File: src/verilog/itc_defines.vh
// Constants for the interrupt clear and transmit threshold block.
// Assumes inclusion by bare name from the design files.
`ifndef ITC_DEFINES_VH
`define ITC_DEFINES_VH

// Register byte offsets
`define ITC_OFS_TX_THRESHOLD 8'h3C
`define ITC_OFS_CLR_ALL 8'h40
`define ITC_OFS_RECEIVE_UNDERFLOW_CLEAR_BIT 8'h44
`define ITC_OFS_RECEIVE_OVERFLOW_CLEAR_BIT 8'h48
`define ITC_OFS_TRANSMIT_OVERFLOW_CLEAR_BIT 8'h4C
`define ITC_OFS_READ_REQUEST_CLEAR_BIT 8'h50
`define ITC_OFS_CLR_TX_ABORT 8'h54
`define ITC_OFS_RECEIVE_FINISHED_CLEAR_BIT 8'h58
`define ITC_OFS_IRQ_STATUS 8'h80
`define ITC_OFS_IRQ_MASK 8'h84
`define ITC_OFS_RAW_STATUS 8'h88

// Raw status bit positions
`define ITC_BIT_RX_UNDER 0
`define ITC_BIT_RX_OVER 1
`define ITC_BIT_RX_FULL 2
`define ITC_BIT_TX_OVER 3
`define ITC_BIT_TX_EMPTY 4
`define ITC_BIT_RD_REQ 5
`define ITC_BIT_TX_ABORT 6
`define ITC_BIT_RX_DONE 7

// Flags that software may clear; the rest follow hardware only
`define ITC_SW_CLEARABLE 8'hEB
`define ITC_FLAG_W 8

// Reset values
`define ITC_RST_THRESHOLD 8'h00
`define ITC_RST_MASK 8'h00
`define ITC_RST_FLAGS 8'h00
`define ITC_RST_DATA 32'h0000_0000

`endif

File: src/verilog/itc_top.v
// Interrupt clear registers and transmit threshold of an I2C controller.
// Assumes APB master and all event inputs on the same clock and reset.
//
// What this block does
// - Eight-bit read-write transmit threshold, reset zero; drives transmit-empty flag bit 4.
// - Threshold writes above the transmit buffer depth store the depth.
// - Threshold N means exactly N entries, no offset of one.
// - All-clear read clears combined interrupt, soft flags and abort cause record.
// - All-clear read leaves hardware-cleared flags alone.
// - Abort cause clear keeps the bit 9 exception instead of clearing it.
// - Read at 0x44 clears receive underflow flag, bit 0.
// - Read at 0x48 clears receive overflow flag, bit 1.
// - Read at 0x4c clears transmit overflow flag, bit 3.
// - Read at 0x50 clears read request flag, bit 5.
// - Read at 0x54 clears transmit abort flag bit 6 and cause record.
// - Read at 0x54 releases the transmit FIFO from its flushed hold.
// - Read at 0x58 clears receive finished flag, bit 7.
// - Transmit-empty flag drops by itself once level exceeds threshold.
`timescale 1ns/1ns
`default_nettype none
`include "itc_defines.vh"

module itc_top #(
	parameter TX_DEPTH = 16, // Transmit buffer depth in entries
	parameter LEVEL_W = 9 // Width of the FIFO level input
) (
	input wire clock, // System clock, 100 MHz
	input wire rst, // Async reset, active high
	input wire psel, // APB select
	input wire penable, // APB enable
	input wire pwrite, // APB direction, high for write
	input wire [7:0] paddr, // APB byte address
	input wire [31:0] pwdata, // APB write data
	output reg [31:0] prdata, // APB read data
	output reg pready, // APB ready
	output reg pslverr, // APB error for unmapped address
	input wire [LEVEL_W-1:0] transmit_fifo_level, // Entries in transmit FIFO
	input wire receive_full_level, // Receive FIFO at its threshold
	input wire receive_underflow_event, // Pulse: read of empty receive FIFO
	input wire receive_overflow_event, // Pulse: byte lost, receive FIFO full
	input wire transmit_overflow_event, // Pulse: write to full transmit FIFO
	input wire read_request_event, // Pulse: remote master wants data
	input wire transmit_abort_event, // Pulse: transmit aborted
	input wire receive_finished_event, // Pulse: remote master ended read
	input wire abort_bit9_release, // Cause of record bit 9 has gone
	output reg [7:0] raw_interrupt_status, // Raw flags
	output reg [7:0] transmit_threshold_level, // Stored threshold
	output reg transmit_abort_cause_clear, // Pulse: clear cause record
	output reg abort_cause_keep_bit9, // Spare bit 9 on that clear
	output reg transmit_fifo_hold, // Transmit FIFO flushed and held
	output reg irq // Combined interrupt, level
);

	////////////////////////////////////////////////////////////////////////
	// Helpers

	// A depth of 256 would not fit the threshold field; 255 is the top
	// Declared ahead of the clamp function, which reads it
	localparam [8:0] DEPTH9 = (TX_DEPTH > 255) ? 9'h0FF : TX_DEPTH[8:0];

	// Clamp a written threshold to the buffer depth
	function [7:0] clamp_threshold;
		input [7:0] value;
		begin
			if ({1'b0, value} > DEPTH9) begin
				clamp_threshold = DEPTH9[7:0];
			end else begin
				clamp_threshold = value;
			end
		end
	endfunction

	// Word of a one-bit clear register
	// Upper bits are reserved and always read as zero
	function [31:0] bit0_word;
		input flag;
		begin
			bit0_word = {31'h0000_0000, flag};
		end
	endfunction

	////////////////////////////////////////////////////////////////////////
	// Bus decode

	wire setup_phase;
	wire access_done;
	wire rd_done;
	wire wr_done;
	reg addr_hit;

	assign setup_phase = psel & ~penable;
	// Effects land only on the completing access edge
	assign access_done = psel & penable & pready;
	assign rd_done = access_done & ~pwrite & ~pslverr;
	assign wr_done = access_done & pwrite & ~pslverr;

	// Address map check
	// Unmapped offsets answer with pslverr and zero data, no side effect
	always @* begin
		if (paddr == `ITC_OFS_TX_THRESHOLD) begin
			addr_hit = 1'b1;
		end else if (paddr == `ITC_OFS_CLR_ALL) begin
			addr_hit = 1'b1;
		end else if (paddr == `ITC_OFS_RECEIVE_UNDERFLOW_CLEAR_BIT) begin
			addr_hit = 1'b1;
		end else if (paddr == `ITC_OFS_RECEIVE_OVERFLOW_CLEAR_BIT) begin
			addr_hit = 1'b1;
		end else if (paddr == `ITC_OFS_TRANSMIT_OVERFLOW_CLEAR_BIT) begin
			addr_hit = 1'b1;
		end else if (paddr == `ITC_OFS_READ_REQUEST_CLEAR_BIT) begin
			addr_hit = 1'b1;
		end else if (paddr == `ITC_OFS_CLR_TX_ABORT) begin
			addr_hit = 1'b1;
		end else if (paddr == `ITC_OFS_RECEIVE_FINISHED_CLEAR_BIT) begin
			addr_hit = 1'b1;
		end else if (paddr == `ITC_OFS_IRQ_STATUS) begin
			addr_hit = 1'b1;
		end else if (paddr == `ITC_OFS_IRQ_MASK) begin
			addr_hit = 1'b1;
		end else if (paddr == `ITC_OFS_RAW_STATUS) begin
			addr_hit = 1'b1;
		end else begin
			addr_hit = 1'b0;
		end
	end

	////////////////////////////////////////////////////////////////////////
	// Read-to-clear strobes, only on completed reads

	wire clr_all;
	wire clr_abort;
	wire status_rd;
	reg [7:0] clr_one;

	// Errored reads never clear: rd_done already excludes them
	assign clr_all = rd_done & (paddr == `ITC_OFS_CLR_ALL);
	assign clr_abort = rd_done & (paddr == `ITC_OFS_CLR_TX_ABORT);
	assign status_rd = rd_done & (paddr == `ITC_OFS_IRQ_STATUS);

	// Per-flag clear from the individual registers; writes never clear
	always @* begin
		clr_one = 8'h00;
		clr_one[`ITC_BIT_RX_UNDER] = rd_done & (paddr == `ITC_OFS_RECEIVE_UNDERFLOW_CLEAR_BIT);
		clr_one[`ITC_BIT_RX_OVER] = rd_done & (paddr == `ITC_OFS_RECEIVE_OVERFLOW_CLEAR_BIT);
		clr_one[`ITC_BIT_TX_OVER] = rd_done & (paddr == `ITC_OFS_TRANSMIT_OVERFLOW_CLEAR_BIT);
		clr_one[`ITC_BIT_RD_REQ] = rd_done & (paddr == `ITC_OFS_READ_REQUEST_CLEAR_BIT);
		clr_one[`ITC_BIT_TX_ABORT] = clr_abort;
		clr_one[`ITC_BIT_RX_DONE] = rd_done & (paddr == `ITC_OFS_RECEIVE_FINISHED_CLEAR_BIT);
	end

	////////////////////////////////////////////////////////////////////////
	// Threshold register and transmit-empty level

	// Both sides one bit wider than the level, so no compare can wrap
	localparam CMP_W = LEVEL_W + 1;

	wire tx_empty_now;
	wire [CMP_W-1:0] level_ext;
	wire [CMP_W-1:0] thresh_ext;

	assign level_ext = {1'b0, transmit_fifo_level};
	assign thresh_ext = {{(CMP_W - 8){1'b0}}, transmit_threshold_level};
	// Exact compare, zero threshold fires only on an empty FIFO
	assign tx_empty_now = (level_ext <= thresh_ext);

	always @(posedge clock or posedge rst) begin
		if (rst) begin
			transmit_threshold_level <= `ITC_RST_THRESHOLD;
		end else if (wr_done & (paddr == `ITC_OFS_TX_THRESHOLD)) begin
			transmit_threshold_level <= clamp_threshold(pwdata[7:0]);
		end
	end

	////////////////////////////////////////////////////////////////////////
	// Raw flags and pending interrupt bits

	wire [7:0] flag_set;
	wire [7:0] flag_clr;
	wire [7:0] flag_q;
	wire [7:0] pend_q;
	wire [7:0] hw_level;
	reg [7:0] raw_prev_q;
	wire [7:0] raw_rise;

	// Event inputs are one-cycle pulses from logic on this clock
	// Hardware flags follow their level; software flags latch events
	assign hw_level = {3'b000, tx_empty_now, 1'b0, receive_full_level, 2'b00};
	assign flag_set = (hw_level & ~`ITC_SW_CLEARABLE)
		| {receive_finished_event, transmit_abort_event, read_request_event,
		1'b0, transmit_overflow_event, 1'b0, receive_overflow_event,
		receive_underflow_event};
	// All-clear only touches software flags; hardware flags drop on level
	assign flag_clr = ((clr_one | {8{clr_all}}) & `ITC_SW_CLEARABLE)
		| (~hw_level & ~`ITC_SW_CLEARABLE);
	assign raw_rise = flag_q & ~raw_prev_q;

	genvar gi;
	generate
		for (gi = 0; gi < `ITC_FLAG_W; gi = gi + 1) begin : g_flag
			itc_sticky_flag u_raw (
				.clock(clock),
				.rst(rst),
				.set(flag_set[gi]),
				.clear(flag_clr[gi]),
				.flag_q(flag_q[gi])
			);
			// Pending bits: sticky on each raw rise, cleared by status read
			itc_sticky_flag u_pend (
				.clock(clock),
				.rst(rst),
				.set(raw_rise[gi]),
				.clear(status_rd | clr_all),
				.flag_q(pend_q[gi])
			);
		end
	endgenerate

	// Edge history for pending bits
	// Reset value equals the flags' reset, so no false rise after reset
	always @(posedge clock or posedge rst) begin
		if (rst) begin
			raw_prev_q <= `ITC_RST_FLAGS;
		end else begin
			raw_prev_q <= flag_q;
		end
	end

	// Registered views of the flags
	always @(posedge clock or posedge rst) begin
		if (rst) begin
			raw_interrupt_status <= `ITC_RST_FLAGS;
		end else begin
			raw_interrupt_status <= flag_q;
		end
	end

	////////////////////////////////////////////////////////////////////////
	// Interrupt mask and combined output

	// Mask bits share the raw status layout
	reg [7:0] mask_q;

	always @(posedge clock or posedge rst) begin
		if (rst) begin
			mask_q <= `ITC_RST_MASK;
		end else if (wr_done & (paddr == `ITC_OFS_IRQ_MASK)) begin
			mask_q <= pwdata[7:0];
		end
	end

	// Combined line, dropped by the all-clear through the pending bits
	// Registered so irq comes from a flip-flop, at one cycle of latency
	always @(posedge clock or posedge rst) begin
		if (rst) begin
			irq <= 1'b0;
		end else begin
			irq <= |(pend_q & mask_q);
		end
	end

	////////////////////////////////////////////////////////////////////////
	// Abort cause record clear and transmit FIFO hold

	// One pulse per clearing read; bit 9 spared while its cause lasts
	always @(posedge clock or posedge rst) begin
		if (rst) begin
			transmit_abort_cause_clear <= 1'b0;
			abort_cause_keep_bit9 <= 1'b0;
		end else begin
			transmit_abort_cause_clear <= clr_all | clr_abort;
			abort_cause_keep_bit9 <= ~abort_bit9_release;
		end
	end

	// Abort flushes and holds the FIFO until software acknowledges
	// A fresh abort beats the release read, so a new abort stays flushed
	always @(posedge clock or posedge rst) begin
		if (rst) begin
			transmit_fifo_hold <= 1'b0;
		end else if (transmit_abort_event) begin
			transmit_fifo_hold <= 1'b1;
		end else if (clr_abort) begin
			transmit_fifo_hold <= 1'b0;
		end
	end

	////////////////////////////////////////////////////////////////////////
	// APB answer: no wait state, data and ready from flip-flops

	reg [31:0] rdata_d;

	// Read mux; clear registers show their flag in bit 0 only
	// Read data is the flag before the clearing edge takes effect
	always @* begin
		if (paddr == `ITC_OFS_TX_THRESHOLD) begin
			rdata_d = {24'h00_0000, transmit_threshold_level};
		end else if (paddr == `ITC_OFS_CLR_ALL) begin
			rdata_d = bit0_word(|(pend_q & mask_q));
		end else if (paddr == `ITC_OFS_RECEIVE_UNDERFLOW_CLEAR_BIT) begin
			rdata_d = bit0_word(flag_q[`ITC_BIT_RX_UNDER]);
		end else if (paddr == `ITC_OFS_RECEIVE_OVERFLOW_CLEAR_BIT) begin
			rdata_d = bit0_word(flag_q[`ITC_BIT_RX_OVER]);
		end else if (paddr == `ITC_OFS_TRANSMIT_OVERFLOW_CLEAR_BIT) begin
			rdata_d = bit0_word(flag_q[`ITC_BIT_TX_OVER]);
		end else if (paddr == `ITC_OFS_READ_REQUEST_CLEAR_BIT) begin
			rdata_d = bit0_word(flag_q[`ITC_BIT_RD_REQ]);
		end else if (paddr == `ITC_OFS_CLR_TX_ABORT) begin
			rdata_d = bit0_word(flag_q[`ITC_BIT_TX_ABORT]);
		end else if (paddr == `ITC_OFS_RECEIVE_FINISHED_CLEAR_BIT) begin
			rdata_d = bit0_word(flag_q[`ITC_BIT_RX_DONE]);
		end else if (paddr == `ITC_OFS_IRQ_STATUS) begin
			rdata_d = {24'h00_0000, pend_q};
		end else if (paddr == `ITC_OFS_IRQ_MASK) begin
			rdata_d = {24'h00_0000, mask_q};
		end else if (paddr == `ITC_OFS_RAW_STATUS) begin
			rdata_d = {24'h00_0000, flag_q};
		end else begin
			rdata_d = `ITC_RST_DATA;
		end
	end

	// Ready rises in the first access cycle; data sampled at setup
	always @(posedge clock or posedge rst) begin
		if (rst) begin
			pready <= 1'b0;
			pslverr <= 1'b0;
			prdata <= `ITC_RST_DATA;
		end else if (setup_phase) begin
			pready <= 1'b1;
			pslverr <= ~addr_hit;
			prdata <= (pwrite | ~addr_hit) ? `ITC_RST_DATA : rdata_d;
		end else begin
			pready <= 1'b0;
			pslverr <= 1'b0;
			prdata <= `ITC_RST_DATA;
		end
	end

endmodule

`default_nettype wire

File: src/verilog/itc_sticky_flag.v
// One flag with set and clear inputs, set winning.
// Assumes set and clear come from logic on the same clock.
`timescale 1ns/1ns
`default_nettype none

module itc_sticky_flag (
	input wire clock, // System clock
	input wire rst, // Async reset, active high
	input wire set, // Set request
	input wire clear, // Clear request
	output reg flag_q // Flag state
);

	////////////////////////////////////////////////////////////////////////
	// Set beats clear so an event in the clearing cycle is kept
	always @(posedge clock or posedge rst) begin
		if (rst) begin
			flag_q <= 1'b0;
		end else if (set) begin
			flag_q <= 1'b1;
		end else if (clear) begin
			flag_q <= 1'b0;
		end
	end

endmodule

`default_nettype wire

File: config.mk
export PLATFORM = sky130hd
export DESIGN_NAME = itc_top
export DESIGN_NICKNAME = d
export VERILOG_FILES = /design/src/verilog/itc_top.v /design/src/verilog/itc_sticky_flag.v
export VERILOG_INCLUDE_DIRS = /design/src /design/src/verilog
export SDC_FILE = /design/constraint.sdc
export NUM_CORES = 1
export LEC_CHECK = 0
export BUFFER_PORTS_ARGS = -buffer_cell sky130_fd_sc_hd__buf_2
export CORE_ASPECT_RATIO = 1.1
export CORE_UTILIZATION = 30
export DETAILED_ROUTE_END_ITERATION = 8
export GPL_ROUTABILITY_DRIVEN = 0
export HOLD_SLACK_MARGIN = 0.12
export PLACE_DENSITY = 0.61
export SYNTH_ARGS = -nofsm -noshare
export SYNTH_HDL_FRONTEND = slang
export SYNTH_SLANG_ARGS = --single-unit
File: constraint.sdc
create_clock -name clock -period 2.4 [get_ports clock]
set_clock_uncertainty 0.05 [all_clocks]
set_input_delay 0.12 -clock clock [delete_from_list [all_inputs] [get_ports clock]]
set_output_delay 0.12 -clock clock [all_outputs]
set_load 0.02 [all_outputs]
After elaboration in Yosys (flattened, before gate mapping):

Index checks and enable logic that the tools add are counted.

* word-level logic and storage cells: 143
* flip-flop bits (word level): 78
* input port bits: 62

* reduce and logical (&&, ||, !) cells: 18
* equal/unequal tests: 11
* bitwise gates (word level): 32
* $lt $le $gt $ge: 2
* mux-type cells: 54

Operators by type and width (number)
* 8-bit 2-to-1 mux: 12
* 32-bit 2-to-1 mux: 2
* 8-bit by 7-bit == test with 1-bit output (second input constant): 7
* 1-bit 2-to-1 mux: 40
* 2-bit nonzero test: 17
* 8-bit == test (second input constant): 3
* 1-bit bitwise AND: 17
* 8-bit bitwise AND: 2
* 9-bit by 8-bit <= comparator with 1-bit output: 1
* 8-bit by 6-bit == test with 1-bit output (second input constant): 1
* 8-bit by 5-bit greater-than comparator with 1-bit output (second input constant): 1
* 8-bit inverter: 1
* 5-bit by 8-bit bitwise OR with 8-bit output: 1
* 8-bit by 5-bit bitwise OR with 8-bit output: 1
* 8-bit bitwise OR: 1
* 8-bit OR reduction: 1
* 1-bit inverter: 5
* 5-bit inverter: 1
* 1-bit bitwise OR: 3

Depth between registers and ports, before layout:

* depth in word-level cells: 16
* depth in mapped cells: 7
* gate-level depth less buffers: 7

Cells and area by module:

A second synthesis with hierarchy kept.

* cell total of the unflattened synthesis: 290
* area, all modules: 2929.1 um^2

By module, submodules not included
* itc_top: seq. area each 950.9 um^2, instances 1, area each 2288.4 um^2, cells an instance 226
* itc_sticky_flag: seq. area each 25.0 um^2, instances 16, area each 40.0 um^2, cells an instance 4

Worst setup path after synthesis:

No wires, ideal clock.

* kind: register -> register
* from: register pslverr
* to: register transmit_threshold_level[4]
* library setup time: 142 ps
* arrival: 1581 ps
* required time: 2208 ps
* buffers on the path: 1
* path slack: 627 ps
* cell stages (with the launch flop): 7
* path through: dfrtp_1 -> nand4b_1 -> or2_2 -> or3_1 -> clkbuf_1 -> nand2_1 -> o21ai_1

* cells in the longest elaborated chain, start to end: 3

RTL lines
* start: declaration: line itc_top.v:36 `output reg pslverr,`
* start signal: assignment: line itc_top.v:330 `pslverr <= ~addr_hit;`
* 1-bit inverter: line itc_top.v:95 `assign wr_done = access_done & pwrite & ~pslverr;`
* 1-bit bitwise AND: line itc_top.v:95
* 1-bit bitwise AND: line itc_top.v:169 `` end else if (wr_done & (paddr == `ITC_OFS_TX_THRESHOLD)) begin ``
* end signal: assignment: line itc_top.v:168 `` transmit_threshold_level <= `ITC_RST_THRESHOLD; ``
* end signal: assignment: line itc_top.v:170 `transmit_threshold_level <= clamp_threshold(pwdata[7:0]);`
* end: declaration: line itc_top.v:47 `output reg [7:0] transmit_threshold_level,`

No other way between the ends.
A chain may end at the register's enable or synchronous reset.

Worst setup path after layout:

* from: input psel
* to: register prdata[0]

* cells in the longest elaborated chain, start to end: 2

RTL lines
* start: declaration: line itc_top.v:29 `input wire psel,`
* 1-bit bitwise AND: line itc_top.v:91 `assign setup_phase = psel & ~penable;`
* named net setup_phase: line itc_top.v:85 `wire setup_phase;`
* 32-bit 2-to-1 mux: line itc_top.v:328 `end else if (setup_phase) begin`
* end signal: assignment: line itc_top.v:327 `` prdata <= `ITC_RST_DATA; ``
* end signal: assignment: line itc_top.v:331 `` prdata <= (pwrite | ~addr_hit) ? `ITC_RST_DATA : rdata_d; ``
* end signal: assignment: line itc_top.v:335 `` prdata <= `ITC_RST_DATA; ``
* end: declaration: line itc_top.v:34 `output reg [31:0] prdata,`

The timed path passes the listed nets, and every way through them passes these cells.

==> flow_summary.toml <==
[global_routing]
grt_pass1_wl_um = 11000
overflow = 0
grt_max_degree = 55
grt_usage = 0.152
grt_pass1_vias = 2275
antenna_found_initial = 0

[run_status]
status = "complete, but fails checks"
violations = "DRC"

[setup_path]
cp-end-kind = "flop"
start_kind = "primary input"
path_max_fanout = 8
criticalPathCategory = "in2reg"
crit_required_ns = 2.55
worst_ep_arrival_time_ns = 2.01

[route]
drc = 1
num_vias = 2260
drt-initial-drc-count = 115
dr_wl_met2_um = 3430
wl_um = 6840
first_pass_iters = 6
drt-vias-per-instance = 4.73
met3_length_um = 357
met1_length_um = 2970
top_layer = "met4"
ant_nets = 0
wl_per_cell_um = 14.3

[cells_and_area]
multiInputGateArea_um2 = 1170
antennaDiodeCount = 0
area_growth_pct = 25.9
drive_above_1_share = 0.250
final_core_util = 0.389
seq_area_um2 = 1350
nFillCells = 917
nNetsFinal = 433
final_cell_count_no_fill = 478

[cts]
ctsRootBufferMaster = "clkbuf_8"
cts_tree = "built"
clockBufferDepth = 2
cts-buffers-inserted = 5
cts_num_sinks = 54
clock_latency_ns = 0.31
h-tree-depth = 2
cts_setup_buffers = 0
cts.clk_slew.worst_paths_ns = 0.09

[placed_design]
dp.cells = 450
hpwlAfterDp_um = 5140
port_buffers = 67
preCtsSetupSlack_ns = 0.581

[timing]
fin_crit_sh = 0.775
final.setup.worst_slack_ns = 0.539
rsz0062_at_grt = "no"
final_hold_viol_count = 0
tightest_slew_ns = 0.837
fin_crit_ns = 1.86
setup_viol = 0
fmax_mhz = 537
drv_slew = 0
whs_ns = 0.149
slew_headroom = 0.440
setup_tns_ns = 0

[power]
p_leak_nw = 1.65
powerDensity_nw_per_um2 = 512
ir_drop_mv = 0.215

[die]
core_area_um2 = 8830
dieArea_um2 = 9490
rows = 36
die_h_um = 102
dieWidth_um = 93.0
initial_utilization = 0.309
boundaryPins = 116

[synthesis]
ys_seq_area_frac = 0.495
synth_edf_count = 0
yosysUniqueCellTypes = 46
synth-seq-cells = 54
syn_inst = 274
synth.cell_area_um2 = 2730
ys_warn_count = 0
ys_async_sr_fraction = 1.00
avgSynthCellArea_um2 = 9.96
ys.flop_type = "dfrtp_1"

[run]
cap_violations = 0

[hold_path]
hold_path_class = "in2reg"
==> sequential cells by signal, summed over array words and instances (netlist names), 8 cells and up <==
name / count
g_flag.u_pend.flag_q: 8
raw_interrupt_status: 8
prdata: 8
transmit_threshold_level: 8
g_flag.u_raw.flag_q: 8
mask_q: 8
==> cell usage in the layout (no fill, tap or decap), types with 5 or more instances in the layout <==
| master | Yosys | layout |
|---|---|---|
| dfrtp_1 | 54 | 54 |
| o21ai_0 | 17 | 17 |
| conb_1 | 1 | 24 |
| nor2_1 | 13 | 13 |
| ha_1 | 8 | 8 |
| buf_4 | 24 | 6 |
| buf_2 | 5 | 67 |
| clkbuf_8 | 0 | 6 |
| a21oi_1 | 12 | 12 |
| nand2_1 | 24 | 24 |
| o21ai_1 | 5 | 5 |
| dlygate4sd3_1 | 0 | 20 |
| nand2b_1 | 6 | 6 |
| inv_1 | 20 | 19 |
| a22oi_1 | 18 | 18 |
| mux2_1 | 8 | 8 |
==> logic make-up after synthesis <==
logic type | after synthesis | synth area share
compound gates | 71 | 0.167
xor+xnor | 1 | 0.00321
fa+ha+maj | 8 | 0.0367
buf+inv | 54 | 0.110
flops | 54 | 0.495
mux | 9 | 0.0367
other cells | 1 | 0.00137
simple gates | 76 | 0.150
==> synthesized netlist by cell type, types with 3 or more instances <==
cell type   n  area (um2)
a211oi_1    3        22.5
a21oi_1    12        60.1
a22oi_1    18         135
and2_1      4        25.0
buf_2       5        25.0
buf_4      24         180
clkbuf_1    5        18.8
dfrtp_1    54        1350
ha_1        8         100
inv_1      20        75.1
mux2_1      8        90.1
nand2_1    24        90.1
nand2b_1    6        37.5
nand4_1     4        25.0
nor2_1     13        48.8
nor3_1      3        15.0
o21a_1      3        22.5
o21ai_0    17        85.1
o21ai_1     5        25.0
o21bai_1    3        22.5
or2_2       4        25.0
==> power by group <==
group | leakage, nW | switching (mW) | internal [mW]
logic | 0.953 | 0.118 | 0.0760
clock network | 0.0618 | 0.298 | 0.343
registers | 0.635 | 0.00552 | 0.918
total | 1.65 | 0.422 | 1.34
==> final timing paths <==
check | to | slack [ns] | cells after the start | from
min in group asynchronous | mask_q[4]$_DFFE_PP0P_ | 0.47 | 4 | rst
max | prdata[0]$_DFF_PP0_ | 0.54 | 8 | psel
max in group asynchronous | prdata[0]$_DFF_PP0_ | 1.37 | 4 | rst
min reg2reg | raw_interrupt_status[6]$_DFF_PP0_ | 0.37 | 0 | g_flag[6].u_raw.flag_q$_DFFE_PP0P_
min | transmit_abort_cause_clear$_DFF_PP0_ | 0.15 | 3 | paddr[0]
max reg2reg | transmit_threshold_level[6]$_DFFE_PP0P_ | 0.59 | 4 | pslverr$_DFF_PP0_
==> metal layers <==
| metal | up-vias | track usage |
|---|---|---|
| li1 | 1092 | - |
| met1 | 1084 | 0.193 |
| met2 | 78 | 0.264 |
| met3 | 6 | 0.0253 |
| met4 | 0 | 0.0473 |
| met5 | - | 0 |
==> what timing repair did <==
action | in CTS | in global routing
endpoints found under the hold margin | 78 | 0
gates resized for setup | 0 | 0
hold buffers | 20 | 0
setup endpoints to repair | 0 | 0
==> per-stage QoR <==
step	total power [mW]	instance area, um2
floorplan	1.08	2820
global placement	1.11	3120
detailed placement	1.11	3120
CTS	1.78	3440
global route	1.84	3440
finish	1.76	3440
==> worst max-delay path: stages <==
cell and delay [ns]:
dlygate4sd3_1 0.51, buf_2 0.10, nand2b_1 0.04, dlygate4sd3_1 0.57
inv_1 0.08, nand4_1 0.09, buf_4 0.19, nor4_2 0.30
==> area by class of cell <==
type,count,area share
clock inverter,2,0.0113
multi-input combinational,189,0.339
timing repair buffer,93,0.169
tap,114,0.0415
inverter,20,0.0218
clock buffer,6,0.0240
sequential,54,0.393
Power figures use the tool's default switching activity.
